`src/pmw_pkg.sv`:
```
package pmw_pkg;

	// ****************************************
	// Clock rates and timing
	// ****************************************
	localparam int CLK_KHZ          = 200000;
	localparam int IRC_KHZ          = 12000;
	localparam int IRC_STARTUP_US   = 60;
	localparam int FLASH_STARTUP_US = 100;
	localparam int FAST_WAKE_CYC    = 4;
	localparam int MAIN_WAKE_CYC    = 4096;
	localparam int IRC_STARTUP_CYC  = (IRC_STARTUP_US * IRC_KHZ + 999) / 1000;
	localparam int FLASH_WAKE_CYC   = (FLASH_STARTUP_US * IRC_KHZ + 999) / 1000;
	localparam int RST_HOLD_CYC     = 64;
	localparam int TMR_W            = 13;
	localparam int ACC_W            = 18;

	// ****************************************
	// Register map
	// ****************************************
	localparam logic [7:0] OFS_CTRL   = 8'h00;
	localparam logic [7:0] OFS_PCLK   = 8'h04;
	localparam logic [7:0] OFS_STATUS = 8'h08;
	localparam logic [7:0] OFS_DIV    = 8'h0C;
	localparam logic [7:0] OFS_CLKCFG = 8'h10;

	localparam int CTRL_MODE_LSB  = 0;
	localparam int CTRL_RTCKEEP   = 2;
	localparam int STAT_EXIT_LSB  = 0;
	localparam int STAT_FLASH_OK  = 4;
	localparam int STAT_EXEC      = 5;
	localparam int STAT_STATE_LSB = 8;

	localparam logic [31:0] PCLK_RST   = 32'hFFFF_FFFF;
	localparam logic [7:0]  DIV_RST    = 8'h00;
	localparam logic [1:0]  CLKSEL_RST = 2'h0;

	// ****************************************
	// Types
	// ****************************************
	typedef enum logic [1:0] {
		MODE_SLEEP  = 2'b00,
		MODE_DSLEEP = 2'b01,
		MODE_PDOWN  = 2'b10,
		MODE_DPD    = 2'b11
	} pmw_mode_e;

	typedef enum logic [3:0] {
		ST_RST_HOLD = 4'b0000,
		ST_RUN      = 4'b0001,
		ST_SLEEP    = 4'b0010,
		ST_DSLEEP   = 4'b0011,
		ST_PDOWN    = 4'b0100,
		ST_DPD      = 4'b0101,
		ST_OSC_UP   = 4'b0110,
		ST_RESUME   = 4'b0111
	} pmw_state_e;

	typedef struct packed {
		logic       pll0_en;
		logic       pll1_en;
		logic       pll_conn;
		logic       main_osc_en;
		logic       use_main;
		logic [1:0] clk_sel;
	} pmw_clkcfg_s;

	localparam pmw_clkcfg_s CLKCFG_RST = '{1'b0, 1'b0, 1'b0, 1'b0, 1'b0, CLKSEL_RST};

endpackage : pmw_pkg

```
`src/pmw_timer.sv`:
```
`timescale 1ns/10ps
module pmw_timer
	import pmw_pkg::*;
#(
	parameter int W = TMR_W
) (
	input  wire logic         clk_in,
	input  wire logic         rstn_in,
	input  wire logic         tick_in,
	input  wire logic         load_in,
	input  wire logic [W-1:0] value_in,
	output logic              done_out
);

	logic [W-1:0] cnt_ff;
	logic         done_ff;
	wire          last = (cnt_ff == W'(1));

	// Load wins over a pending tick so a restart is never shortened
	always_ff @(posedge clk_in or negedge rstn_in) begin
		if (!rstn_in) begin
			cnt_ff  <= '0;
			done_ff <= 1'b0;
		end else if (load_in) begin
			cnt_ff  <= value_in;
			done_ff <= 1'b0;
		end else if (tick_in && !done_ff && cnt_ff != '0) begin
			cnt_ff  <= cnt_ff - W'(1);
			done_ff <= last;
		end
	end

	assign done_out = done_ff;

endmodule : pmw_timer

```
`src/pmw_sequencer.sv`:
```
// The placing of the registers and the APB register port were decided locally.
`timescale 1ns/10ps
// Functional notes
// - Clock source is internal_rc_osc after power-up and Power-down wake until software picks
// - Wake-up timer holds execution after reset and Power-down exit
// - Sleep stops the core clock; resume just re-enables it
// - Sleep suspends execution until reset or interrupt; peripherals keep running
// - Sleep keeps DMA alive; flash and main SRAM disabled
// - Any enabled active interrupt ends Sleep
// - Deep-sleep stops oscillator and clocks, retains state, holds pins static
// - Deep-sleep gates internal_rc_osc output but keeps it powered; RTC osc runs
// - Deep-sleep entry turns off and disconnects PLL, zeroes dividers
// - Flash stays powered in Deep-sleep
// - Deep-sleep wakes from any enabled listed interrupt source
// - Deep-sleep wake resumes after 4 cycles (RC) or 4096 (main osc)
// - Power-down adds internal_rc_osc and flash power off, flash powered down
// - Power-down stops oscillators, both PLLs, resets selectors and dividers
// - Watchdog and RTC keep running in Power-down
// - Power-down wake: 60 us RC start-up, then four RC cycles
// - Flash wake counter covers 100 us in RC cycles; flash blocked until done
// - Deep power-down unpowers all but RTC; wake by reset pin or alarm
// - wake_interrupt_logic latches interrupt mask at entry, wakes on masked interrupt
// - Per-peripheral clock enables
// - Deep power-down option to keep or drop RTC oscillator power
// - Internal reset held until osc runs, fixed count passes, flash init done
module pmw_sequencer
	import pmw_pkg::*;
#(
	parameter int NIRQ = 16,
	parameter int NPER = 32,
	parameter int DIVW = 8
) (
	input  wire logic              CLOCK_IN,
	input  wire logic              RSTN_IN,
	input  wire logic              PSEL_IN,
	input  wire logic              PENABLE_IN,
	input  wire logic              PWRITE_IN,
	input  wire logic [7:0]        PADDR_IN,
	input  wire logic [31:0]       PWDATA_IN,
	output logic [31:0]            PRDATA_OUT,
	output logic                   PREADY_OUT,
	output logic                   PSLVERR_OUT,
	input  wire logic              SLEEP_REQ_IN,
	input  wire logic [NIRQ-1:0]   IRQ_IN,
	input  wire logic [NIRQ-1:0]   WAKE_MASK_IN,
	input  wire logic              RTC_ALARM_IN,
	input  wire logic              OSC_OK_IN,
	input  wire logic              FLASH_INIT_DONE_IN,
	input  wire logic              WDT_RUN_IN,
	output logic                   CORE_CLK_EN_OUT,
	output logic                   EXEC_EN_OUT,
	output logic                   FLASH_ACCESS_OUT,
	output logic                   FLASH_PWR_OUT,
	output logic                   SRAM_EN_OUT,
	output logic                   DMA_EN_OUT,
	output logic                   PERIPH_CLK_ON_OUT,
	output logic                   IRC_PWR_OUT,
	output logic                   IRC_OUT_EN_OUT,
	output logic                   PIN_HOLD_OUT,
	output logic                   CORE_PWR_OUT,
	output logic                   RTC_OSC_PWR_OUT,
	output logic                   WDT_CLK_EN_OUT,
	output pmw_clkcfg_s            CLKCFG_OUT,
	output logic [DIVW-1:0]        CLK_DIV_OUT,
	output logic [NPER-1:0]        PCLK_EN_OUT
);

	// ****************************************
	// Input synchronisers
	// ****************************************
	localparam int NSYNC = NIRQ + 3;
	logic [NSYNC-1:0] sync1_ff, sync2_ff;

	always_ff @(posedge CLOCK_IN or negedge RSTN_IN) begin
		if (!RSTN_IN) begin
			sync1_ff <= '0;
			sync2_ff <= '0;
		end else begin
			sync1_ff <= {IRQ_IN, RTC_ALARM_IN, OSC_OK_IN, FLASH_INIT_DONE_IN};
			sync2_ff <= sync1_ff;
		end
	end

	wire [NIRQ-1:0] irq_s      = sync2_ff[NSYNC-1:3];
	wire            alarm_s    = sync2_ff[2];
	wire            osc_ok_s   = sync2_ff[1];
	wire            flinit_s   = sync2_ff[0];

	// ****************************************
	// RC oscillator rate enable
	// ****************************************
	// Fractional divider: average rate exact, jitter one fast clock
	localparam logic [ACC_W-1:0] ACC_STEP = ACC_W'(IRC_KHZ);
	localparam logic [ACC_W-1:0] ACC_MOD  = ACC_W'(CLK_KHZ);
	logic [ACC_W-1:0] acc_ff;
	logic             tick_ff;
	wire  [ACC_W-1:0] acc_sum = acc_ff + ACC_STEP;
	wire              acc_wrap = (acc_sum >= ACC_MOD);

	always_ff @(posedge CLOCK_IN or negedge RSTN_IN) begin
		if (!RSTN_IN) begin
			acc_ff  <= '0;
			tick_ff <= 1'b0;
		end else begin
			acc_ff  <= acc_wrap ? acc_sum - ACC_MOD : acc_sum;
			tick_ff <= acc_wrap;
		end
	end

	// ****************************************
	// Registers
	// ****************************************
	pmw_state_e       state_ff, nxt_state;
	pmw_mode_e        mode_ff;
	logic             rtc_keep_ff;
	logic [NPER-1:0]  pclk_ff;
	logic [DIVW-1:0]  div_ff;
	pmw_clkcfg_s      clkcfg_ff;
	logic [3:0]       exit_ff;
	logic [NIRQ-1:0]  wmask_ff;
	logic             was_main_ff;
	logic             from_pd_ff;
	logic             flash_ok_ff;
	logic [31:0]      rdata_ff;
	logic             ready_ff;
	logic             slverr_ff;

	function automatic logic hit(input logic [7:0] a, input logic [7:0] ofs);
		return a == ofs;
	endfunction : hit

	wire setup   = PSEL_IN && !PENABLE_IN;
	wire wr_stb  = PSEL_IN && PENABLE_IN && ready_ff && PWRITE_IN;
	wire mapped  = hit(PADDR_IN, OFS_CTRL) || hit(PADDR_IN, OFS_PCLK) ||
	               hit(PADDR_IN, OFS_STATUS) || hit(PADDR_IN, OFS_DIV) ||
	               hit(PADDR_IN, OFS_CLKCFG);
	wire wr_ctrl = wr_stb && hit(PADDR_IN, OFS_CTRL);
	wire wr_pclk = wr_stb && hit(PADDR_IN, OFS_PCLK);
	wire wr_stat = wr_stb && hit(PADDR_IN, OFS_STATUS);
	wire wr_div  = wr_stb && hit(PADDR_IN, OFS_DIV);
	wire wr_cfg  = wr_stb && hit(PADDR_IN, OFS_CLKCFG);

	wire exec_on = (state_ff == ST_RUN);

	wire [31:0] rd_mux =
		hit(PADDR_IN, OFS_CTRL)   ? {29'h0, rtc_keep_ff, mode_ff} :
		hit(PADDR_IN, OFS_PCLK)   ? 32'(pclk_ff) :
		hit(PADDR_IN, OFS_STATUS) ? {20'h0, state_ff, 2'h0, exec_on, flash_ok_ff, exit_ff} :
		hit(PADDR_IN, OFS_DIV)    ? 32'(div_ff) :
		hit(PADDR_IN, OFS_CLKCFG) ? {25'h0, clkcfg_ff} : 32'h0000_0000;

	// Answer one cycle after setup; unmapped reads zero with error
	always_ff @(posedge CLOCK_IN or negedge RSTN_IN) begin
		if (!RSTN_IN) begin
			ready_ff  <= 1'b0;
			slverr_ff <= 1'b0;
			rdata_ff  <= '0;
		end else begin
			ready_ff  <= setup;
			slverr_ff <= setup && !mapped;
			rdata_ff  <= (setup && !PWRITE_IN) ? rd_mux : '0;
		end
	end

	// ****************************************
	// Wake decode
	// ****************************************
	wire sleep_wake = |(irq_s & WAKE_MASK_IN);
	wire deep_wake  = |(irq_s & wmask_ff);
	wire enter_lp   = exec_on && SLEEP_REQ_IN;
	wire entering_deep = enter_lp && (mode_ff != MODE_SLEEP);
	wire entering_pd   = enter_lp && (mode_ff == MODE_PDOWN || mode_ff == MODE_DPD);
	wire leave_deep = (state_ff == ST_DSLEEP || state_ff == ST_PDOWN) && deep_wake;

	// Per-mode exit event, one bit per mode
	wire [3:0] exit_evt = {state_ff == ST_DPD && alarm_s,
	                       state_ff == ST_PDOWN && deep_wake,
	                       state_ff == ST_DSLEEP && deep_wake,
	                       state_ff == ST_SLEEP && sleep_wake};

	// ****************************************
	// Timers
	// ****************************************
	logic            wt_load, ft_load;
	logic [TMR_W-1:0] wt_val;
	logic            wt_done, ft_done;

	localparam logic [TMR_W-1:0] T_FAST  = TMR_W'(FAST_WAKE_CYC);
	localparam logic [TMR_W-1:0] T_MAIN  = TMR_W'(MAIN_WAKE_CYC);
	localparam logic [TMR_W-1:0] T_IRCUP = TMR_W'(IRC_STARTUP_CYC);
	localparam logic [TMR_W-1:0] T_FLASH = TMR_W'(FLASH_WAKE_CYC);
	localparam logic [TMR_W-1:0] T_RST   = TMR_W'(RST_HOLD_CYC);

	pmw_timer #(.W(TMR_W)) u_wake_tmr (
		.clk_in   (CLOCK_IN),
		.rstn_in  (RSTN_IN),
		.tick_in  (tick_ff),
		.load_in  (wt_load),
		.value_in (wt_val),
		.done_out (wt_done)
	);

	pmw_timer #(.W(TMR_W)) u_flash_tmr (
		.clk_in   (CLOCK_IN),
		.rstn_in  (RSTN_IN),
		.tick_in  (tick_ff),
		.load_in  (ft_load),
		.value_in (T_FLASH),
		.done_out (ft_done)
	);

	// ****************************************
	// Sequencer
	// ****************************************
	logic reset_arm_ff;

	always_comb begin
		nxt_state = state_ff;
		wt_load   = 1'b0;
		wt_val    = T_RST;
		ft_load   = 1'b0;
		unique case (state_ff)
			ST_RST_HOLD: begin
				wt_load = reset_arm_ff;
				if (!reset_arm_ff && wt_done && osc_ok_s && flinit_s)
					nxt_state = ST_RUN;
			end
			ST_RUN: begin
				if (enter_lp) begin
					unique case (mode_ff)
						MODE_SLEEP:  nxt_state = ST_SLEEP;
						MODE_DSLEEP: nxt_state = ST_DSLEEP;
						MODE_PDOWN:  nxt_state = ST_PDOWN;
						MODE_DPD:    nxt_state = ST_DPD;
					endcase
				end
			end
			ST_SLEEP: begin
				if (sleep_wake)
					nxt_state = ST_RUN;
			end
			ST_DSLEEP: begin
				wt_val  = was_main_ff ? T_MAIN : T_FAST;
				wt_load = deep_wake;
				if (deep_wake)
					nxt_state = ST_RESUME;
			end
			ST_PDOWN: begin
				wt_val  = T_IRCUP;
				wt_load = deep_wake;
				ft_load = deep_wake;
				if (deep_wake)
					nxt_state = ST_OSC_UP;
			end
			ST_OSC_UP: begin
				wt_val  = T_FAST;
				wt_load = wt_done;
				if (wt_done)
					nxt_state = ST_RESUME;
			end
			ST_RESUME: begin
				if (wt_done && !wt_load)
					nxt_state = ST_RUN;
			end
			ST_DPD: begin
				if (alarm_s)
					nxt_state = ST_RST_HOLD;
			end
			default: nxt_state = ST_RST_HOLD;
		endcase
	end

	always_ff @(posedge CLOCK_IN or negedge RSTN_IN) begin
		if (!RSTN_IN) begin
			state_ff     <= ST_RST_HOLD;
			reset_arm_ff <= 1'b1;
		end else begin
			state_ff     <= nxt_state;
			reset_arm_ff <= (nxt_state == ST_RST_HOLD) && (state_ff != ST_RST_HOLD);
		end
	end

	// ****************************************
	// Software state and automatic clears
	// ****************************************
	always_ff @(posedge CLOCK_IN or negedge RSTN_IN) begin
		if (!RSTN_IN) begin
			mode_ff     <= MODE_SLEEP;
			rtc_keep_ff <= 1'b1;
			pclk_ff     <= NPER'(PCLK_RST);
			div_ff      <= DIVW'(DIV_RST);
			clkcfg_ff   <= CLKCFG_RST;
			exit_ff     <= '0;
			wmask_ff    <= '0;
			was_main_ff <= 1'b0;
			from_pd_ff  <= 1'b0;
		end else begin
			if (wr_ctrl) begin
				mode_ff     <= pmw_mode_e'(PWDATA_IN[CTRL_MODE_LSB +: 2]);
				rtc_keep_ff <= PWDATA_IN[CTRL_RTCKEEP];
			end
			if (wr_pclk)
				pclk_ff <= PWDATA_IN[NPER-1:0];
			// Entry clears outrank a same-cycle write
			if (entering_deep)
				div_ff <= DIVW'(DIV_RST);
			else if (wr_div)
				div_ff <= PWDATA_IN[DIVW-1:0];
			if (entering_deep) begin
				clkcfg_ff.pll0_en  <= 1'b0;
				clkcfg_ff.pll_conn <= 1'b0;
				clkcfg_ff.pll1_en  <= entering_pd ? 1'b0 : clkcfg_ff.pll1_en;
				if (entering_pd) begin
					clkcfg_ff.main_osc_en <= 1'b0;
					clkcfg_ff.use_main    <= 1'b0;
					clkcfg_ff.clk_sel     <= CLKSEL_RST;
				end
			end else if (wr_cfg)
				clkcfg_ff <= pmw_clkcfg_s'(PWDATA_IN[6:0]);
			if (state_ff == ST_RST_HOLD)
				clkcfg_ff.use_main <= 1'b0;
			// Set wins over a same-cycle clear
			exit_ff <= (exit_ff & ~(wr_stat ? PWDATA_IN[STAT_EXIT_LSB +: 4] : 4'h0))
			           | exit_evt;
			if (entering_deep) begin
				wmask_ff    <= WAKE_MASK_IN;
				was_main_ff <= clkcfg_ff.use_main;
			end
			if (leave_deep)
				from_pd_ff <= (state_ff == ST_PDOWN);
		end
	end

	// ****************************************
	// Flash availability
	// ****************************************
	always_ff @(posedge CLOCK_IN or negedge RSTN_IN) begin
		if (!RSTN_IN)
			flash_ok_ff <= 1'b0;
		else if (state_ff == ST_PDOWN || state_ff == ST_DPD || state_ff == ST_RST_HOLD)
			flash_ok_ff <= 1'b0;
		else if (state_ff == ST_RUN && from_pd_ff)
			flash_ok_ff <= ft_done;
		else if (state_ff == ST_RUN)
			flash_ok_ff <= 1'b1;
	end

	// ****************************************
	// Power and clock outputs
	// ****************************************
	wire st_dsl = (state_ff == ST_DSLEEP);
	wire st_pd  = (state_ff == ST_PDOWN);
	wire st_dpd = (state_ff == ST_DPD);
	wire st_slp = (state_ff == ST_SLEEP);
	wire deep   = st_dsl || st_pd || st_dpd;

	always_ff @(posedge CLOCK_IN or negedge RSTN_IN) begin
		if (!RSTN_IN) begin
			CORE_CLK_EN_OUT   <= 1'b0;
			EXEC_EN_OUT       <= 1'b0;
			FLASH_ACCESS_OUT  <= 1'b0;
			FLASH_PWR_OUT     <= 1'b1;
			SRAM_EN_OUT       <= 1'b1;
			DMA_EN_OUT        <= 1'b1;
			PERIPH_CLK_ON_OUT <= 1'b1;
			IRC_PWR_OUT       <= 1'b1;
			IRC_OUT_EN_OUT    <= 1'b1;
			PIN_HOLD_OUT      <= 1'b0;
			CORE_PWR_OUT      <= 1'b1;
			RTC_OSC_PWR_OUT   <= 1'b1;
			WDT_CLK_EN_OUT    <= 1'b0;
			CLKCFG_OUT        <= CLKCFG_RST;
			CLK_DIV_OUT       <= '0;
			PCLK_EN_OUT       <= '0;
		end else begin
			CORE_CLK_EN_OUT   <= exec_on;
			EXEC_EN_OUT       <= exec_on;
			FLASH_ACCESS_OUT  <= flash_ok_ff && exec_on;
			FLASH_PWR_OUT     <= !(st_pd || st_dpd);
			SRAM_EN_OUT       <= !st_slp;
			DMA_EN_OUT        <= !deep;
			PERIPH_CLK_ON_OUT <= !deep;
			IRC_PWR_OUT       <= !(st_pd || st_dpd);
			IRC_OUT_EN_OUT    <= !deep && state_ff != ST_OSC_UP;
			PIN_HOLD_OUT      <= deep;
			CORE_PWR_OUT      <= !st_dpd;
			RTC_OSC_PWR_OUT   <= !st_dpd || rtc_keep_ff;
			WDT_CLK_EN_OUT    <= WDT_RUN_IN;
			CLKCFG_OUT        <= deep ? CLKCFG_RST : clkcfg_ff;
			CLK_DIV_OUT       <= div_ff;
			PCLK_EN_OUT       <= deep ? '0 : pclk_ff;
		end
	end

	assign PRDATA_OUT  = rdata_ff;
	assign PREADY_OUT  = ready_ff;
	assign PSLVERR_OUT = slverr_ff;

endmodule : pmw_sequencer

```
`config.mk`:
```
export PLATFORM = sky130hd
export DESIGN_NAME = pmw_sequencer
export DESIGN_NICKNAME = d
export VERILOG_FILES = /design/src/pmw_pkg.sv /design/src/pmw_timer.sv /design/src/pmw_sequencer.sv
export SDC_FILE = /design/constraint.sdc
export NUM_CORES = 1
export LEC_CHECK = 0
export BUFFER_PORTS_ARGS = -buffer_cell sky130_fd_sc_hd__buf_4
export CAP_MARGIN = 5
export CORE_MARGIN = 3
export CORE_UTILIZATION = 62
export CTS_BUF_LIST = sky130_fd_sc_hd__clkbuf_8
export CTS_CLUSTER_DIAMETER = 200
export DETAILED_ROUTE_END_ITERATION = 10
export PLACE_DENSITY = 0.95
export SYNTH_ARGS = -nofsm -noshare
export SYNTH_HDL_FRONTEND = slang
export SYNTH_SLANG_ARGS = --single-unit
```
`constraint.sdc`:
```
create_clock -name CLOCK_IN -period 7.5 [get_ports CLOCK_IN]
set_input_delay 1.5 -clock CLOCK_IN [delete_from_list [all_inputs] [get_ports CLOCK_IN]]
set_output_delay 1.5 -clock CLOCK_IN [all_outputs]
set_load 0.01 [all_outputs]
```
==> key figures <==
Clock network
  • Total CTS buffers: 38
  • CTS max path bufs: 3
  • CTS tree: yes
  • Gates resized, CTS repair: 0
  • Clock-pin slew on the worst setup and hold paths: approximately 60 ps
  • Worst-Skew Late Latency: between 500 and 600 ps
  • Hold buffers post-CTS: 0
  • CTS Root Cell: clkbuf_8
  • Setup bufs post-CTS: 0
  • # clock sinks: around 250
  • CTS H-Tree Depth: 2

Die
  • DIE AREA: between 15000 and 20000 um^2
  • Initial core utilization: between 60% and 70%
  • Io pins: 176
  • Cell Rows: 45
  • Die Ht: 132 um
  • Chip width: 132 um
  • Core Box Area: ~15000 um^2

Synthesis
  • Top post-synthesis cells by area: dfrtp_1 (53%), dfstp_2 (11%), mux2_2 (6.0%)
  • Mapped Avg Cell Area: about 13 um^2
  • Sequential share of the synthesized area: a little under two thirds
  • Post-synthesis cell area: between 9000 and 10000 um^2
  • Most frequent cells after synthesis: dfrtp_1 (209), nor2_1 (66), mux2_2 (53)
  • Primary FF master, synth: dfrtp_1
  • Synth Instances: about 780
  • Synth warnings: 0
  • Yosys cell types: 69
  • Syn Nets: 870
  • Ys async rst share: 100%
  • Synth top area share: between 50% and 60%
  • #FFs+latches synth: between 200 and 250
  • Synth area leader: dfrtp_1
  • EDFF count, synth: 0
  • Top-count cell post-synth: dfrtp_1

Layout
  • Ratio of cells with drive above 1 in the final layout: between 30% and 40%
  • Nets: between 1000 and 1500
  • # fillers: around 850
  • Diodes inserted: 0
  • Area grow syn2layout: 23.5%

STA
  • Period minus WS final: roughly 3600 ps
  • Clock skew: 25.0 ps
  • Final setup viols: 0
  • Setup tns final: 0 ps
  • Final Hold Vio Count: 0
  • FMAX: approximately 0.28 GHz
  • Worst-Margin Slew: around 1200 ps
  • Share of the clock period used by the worst path: 47.8%
  • RSZ-0062 raised after global routing: no
  • Max-slew violation count: 0
  • Slew margin rel.: between 20% and 30%

Pwr
  • Sequential power share: about half
  • Maximum vdd ir drop: 0.181 mV
  • P_leak: around 0.0062 uW
  • Comb power frac: 3.5%
  • Cell internal pwr: a little over 2000 uW
  • Psw: ~590 uW
  • Switching part of the total: approximately 22%
  • Total power: around 2700 uW
  • Power density over the cells: approximately 220 nW/um^2
  • Clock Power Share: 45.0%

Placement
  • RePlAce Congestion: 0.863
  • Detail Placement HPWL: 15300 um
  • I/O Buffers: around 180

Global route
  • First-pass GRT wire length: just over 40000 um
  • Initial antenna violation count: 1
  • GRT busiest layer: met2
  • Total global routing overflow: 0
  • Largest net degree at the start of global routing: 109
  • Met2 Resource Use GR: between 40% and 50%
  • Met1 Track Usage GR: about 37%
  • Vias in the first global route: 7513
  • GR Layer Usage met3: under 10%
  • Global-route usage over all layers: between 20% and 30%

Drt
  • Initial DRC count: approximately 660
  • Antenna viol nets, final: 0
  • 1st-pass router iterations: 6
  • # DRC: 0
  • Via Count: ~7300
  • Post-DR wirelength/cell: 20.9 um
  • Via density: 6.02
  • Detailed-route wire length: roughly 25000 um

Hold path
  • Class of the worst hold path: flop to flop

Worst setup path
  • CP Data Arrival Time: a little under 4000 ps
  • Crit path max fanout: 9
  • Critical path endpoint category: flop
  • Crit Path Category: input port to flop
  • Critical path startpoint category: input port
  • Critical path required time: 7890 ps

Run
  • Max_cap viols: 0

Status
  • Status: completed
routing by layer:
| metal | vias up | routed length [um] |
|---|---|---|
| li1 | 3144 | - |
| met1 | 3651 | 9800 |
| met2 | 406 | 12800 |
| met3 | 90 | 1980 |
| met4 | 2 | 826 |
| met5 | - | 12 |
power groups by stage:
stage | combinational, uW | clock, uW | sequential, uW
6_report | 92.3 | 1200 | 1370
2_1_floorplan | 18.4 | 0 | 1390
3_3_place_gp | 89.3 | 0 | 1390
4_1_cts | 92.9 | 1210 | 1370
5_1_grt | 101 | 1270 | 1370
3_5_place_dp | 90.9 | 0 | 1400
cells by family after synthesis:
kind of cell / after synthesis / share of synthesized area [%]
mux: 73 / 8.08
fa+ha+maj: 7 / 0.883
flops: 249 / 63.3
xor+xnor: 31 / 2.81
buf+inv: 53 / 2.27
compound gates: 111 / 8.34
simple gates: 256 / 14.2
other cells: 1 / 0.0378
final timing paths:
check | from | end | slack (ps) | depth (start not counted)
max | PADDR_IN[1] | div_ff[7] | 3920 | 8
min | sync1_ff[14] | sync2_ff[14] | 350 | 0
max reg2reg | state_ff[2] | u_wake_tmr.cnt_ff[4] | 4210 | 9
min reg2reg | sync1_ff[14] | sync2_ff[14] | 350 | 0
max in group asynchronous | RSTN_IN | PRDATA_OUT[30] | 5000 | 2
min in group asynchronous | RSTN_IN | CLKCFG_OUT[2] | 980 | 1
cells in the final DEF, fill, tap and decap left out, types with 4 or more instances in the layout:
cell type,count
dfrtp_1,209
buf_4,184
nor2_1,66
mux2_2,53
clkbuf_8,47
and3_1,42
dfstp_2,40
inv_1,35
nand2_1,29
and2_1,26
a21oi_1,22
nand3_1,18
xnor2_1,17
mux2i_1,17
o21ai_0,17
nor3_1,17
a22oi_1,15
xor2_1,13
or3_1,11
nand2b_1,7
ha_1,7
a22o_1,6
a221oi_1,6
nor2b_1,6
nor4_1,5
a211oi_1,4
a21o_1,4
nor3b_1,4
a222oi_1,4
o31a_1,4
o211ai_1,4
sequential cells by signal, summed over array words and instances, names as in the netlist, 2 cells and up:
register,cells
PCLK_EN_OUT,32
PRDATA_OUT,32
pclk_ff,32
sync1_ff,19
sync2_ff,19
wmask_ff,16
acc_ff,13
u_flash_tmr.cnt_ff,13
u_wake_tmr.cnt_ff,13
CLK_DIV_OUT,8
div_ff,8
CLKCFG_OUT,7
clkcfg_ff,7
exit_ff,4
state_ff,4
mode_ff,2
final cells by class:
| type | count | area [um^2] | share of cell area (%) |
|---|---|---|---|
| inverter | 19 | 71.3 | 0.582 |
| sequential | 249 | 6280 | 51.3 |
| clock buffer | 47 | 647 | 5.28 |
| multi-input combinational | 479 | 3410 | 27.9 |
| timing repair buffer | 185 | 1400 | 11.4 |
| clock inverter | 22 | 170 | 1.39 |
| tap | 211 | 264 | 2.16 |
critical path: stages:
cell     delay, ps
buf_4          110
or4_4          570
nor3_1         310
nand2_1        190
nor2_2         410
nand2_1        450
mux2i_1        340
nor2_1          90
through the flow:
stage | setup slack, ps | hold slack (ps) | util, % | instance area (um^2) | cells
2_1_floorplan | 4190 | 331 | - | 9920 | 781
3_3_place_gp | 3400 | 332 | 74.0 | 11400 | 1142
3_5_place_dp | 3250 | 335 | 74.0 | 11400 | 1142
4_1_cts | 3780 | 350 | 79.3 | 12200 | 1211
5_1_grt | 3870 | 355 | 79.4 | 12200 | 1212
6_report | 3920 | 347 | 79.4 | 12200 | 1212
No activity file was read; power rests on OpenSTA's default activity.
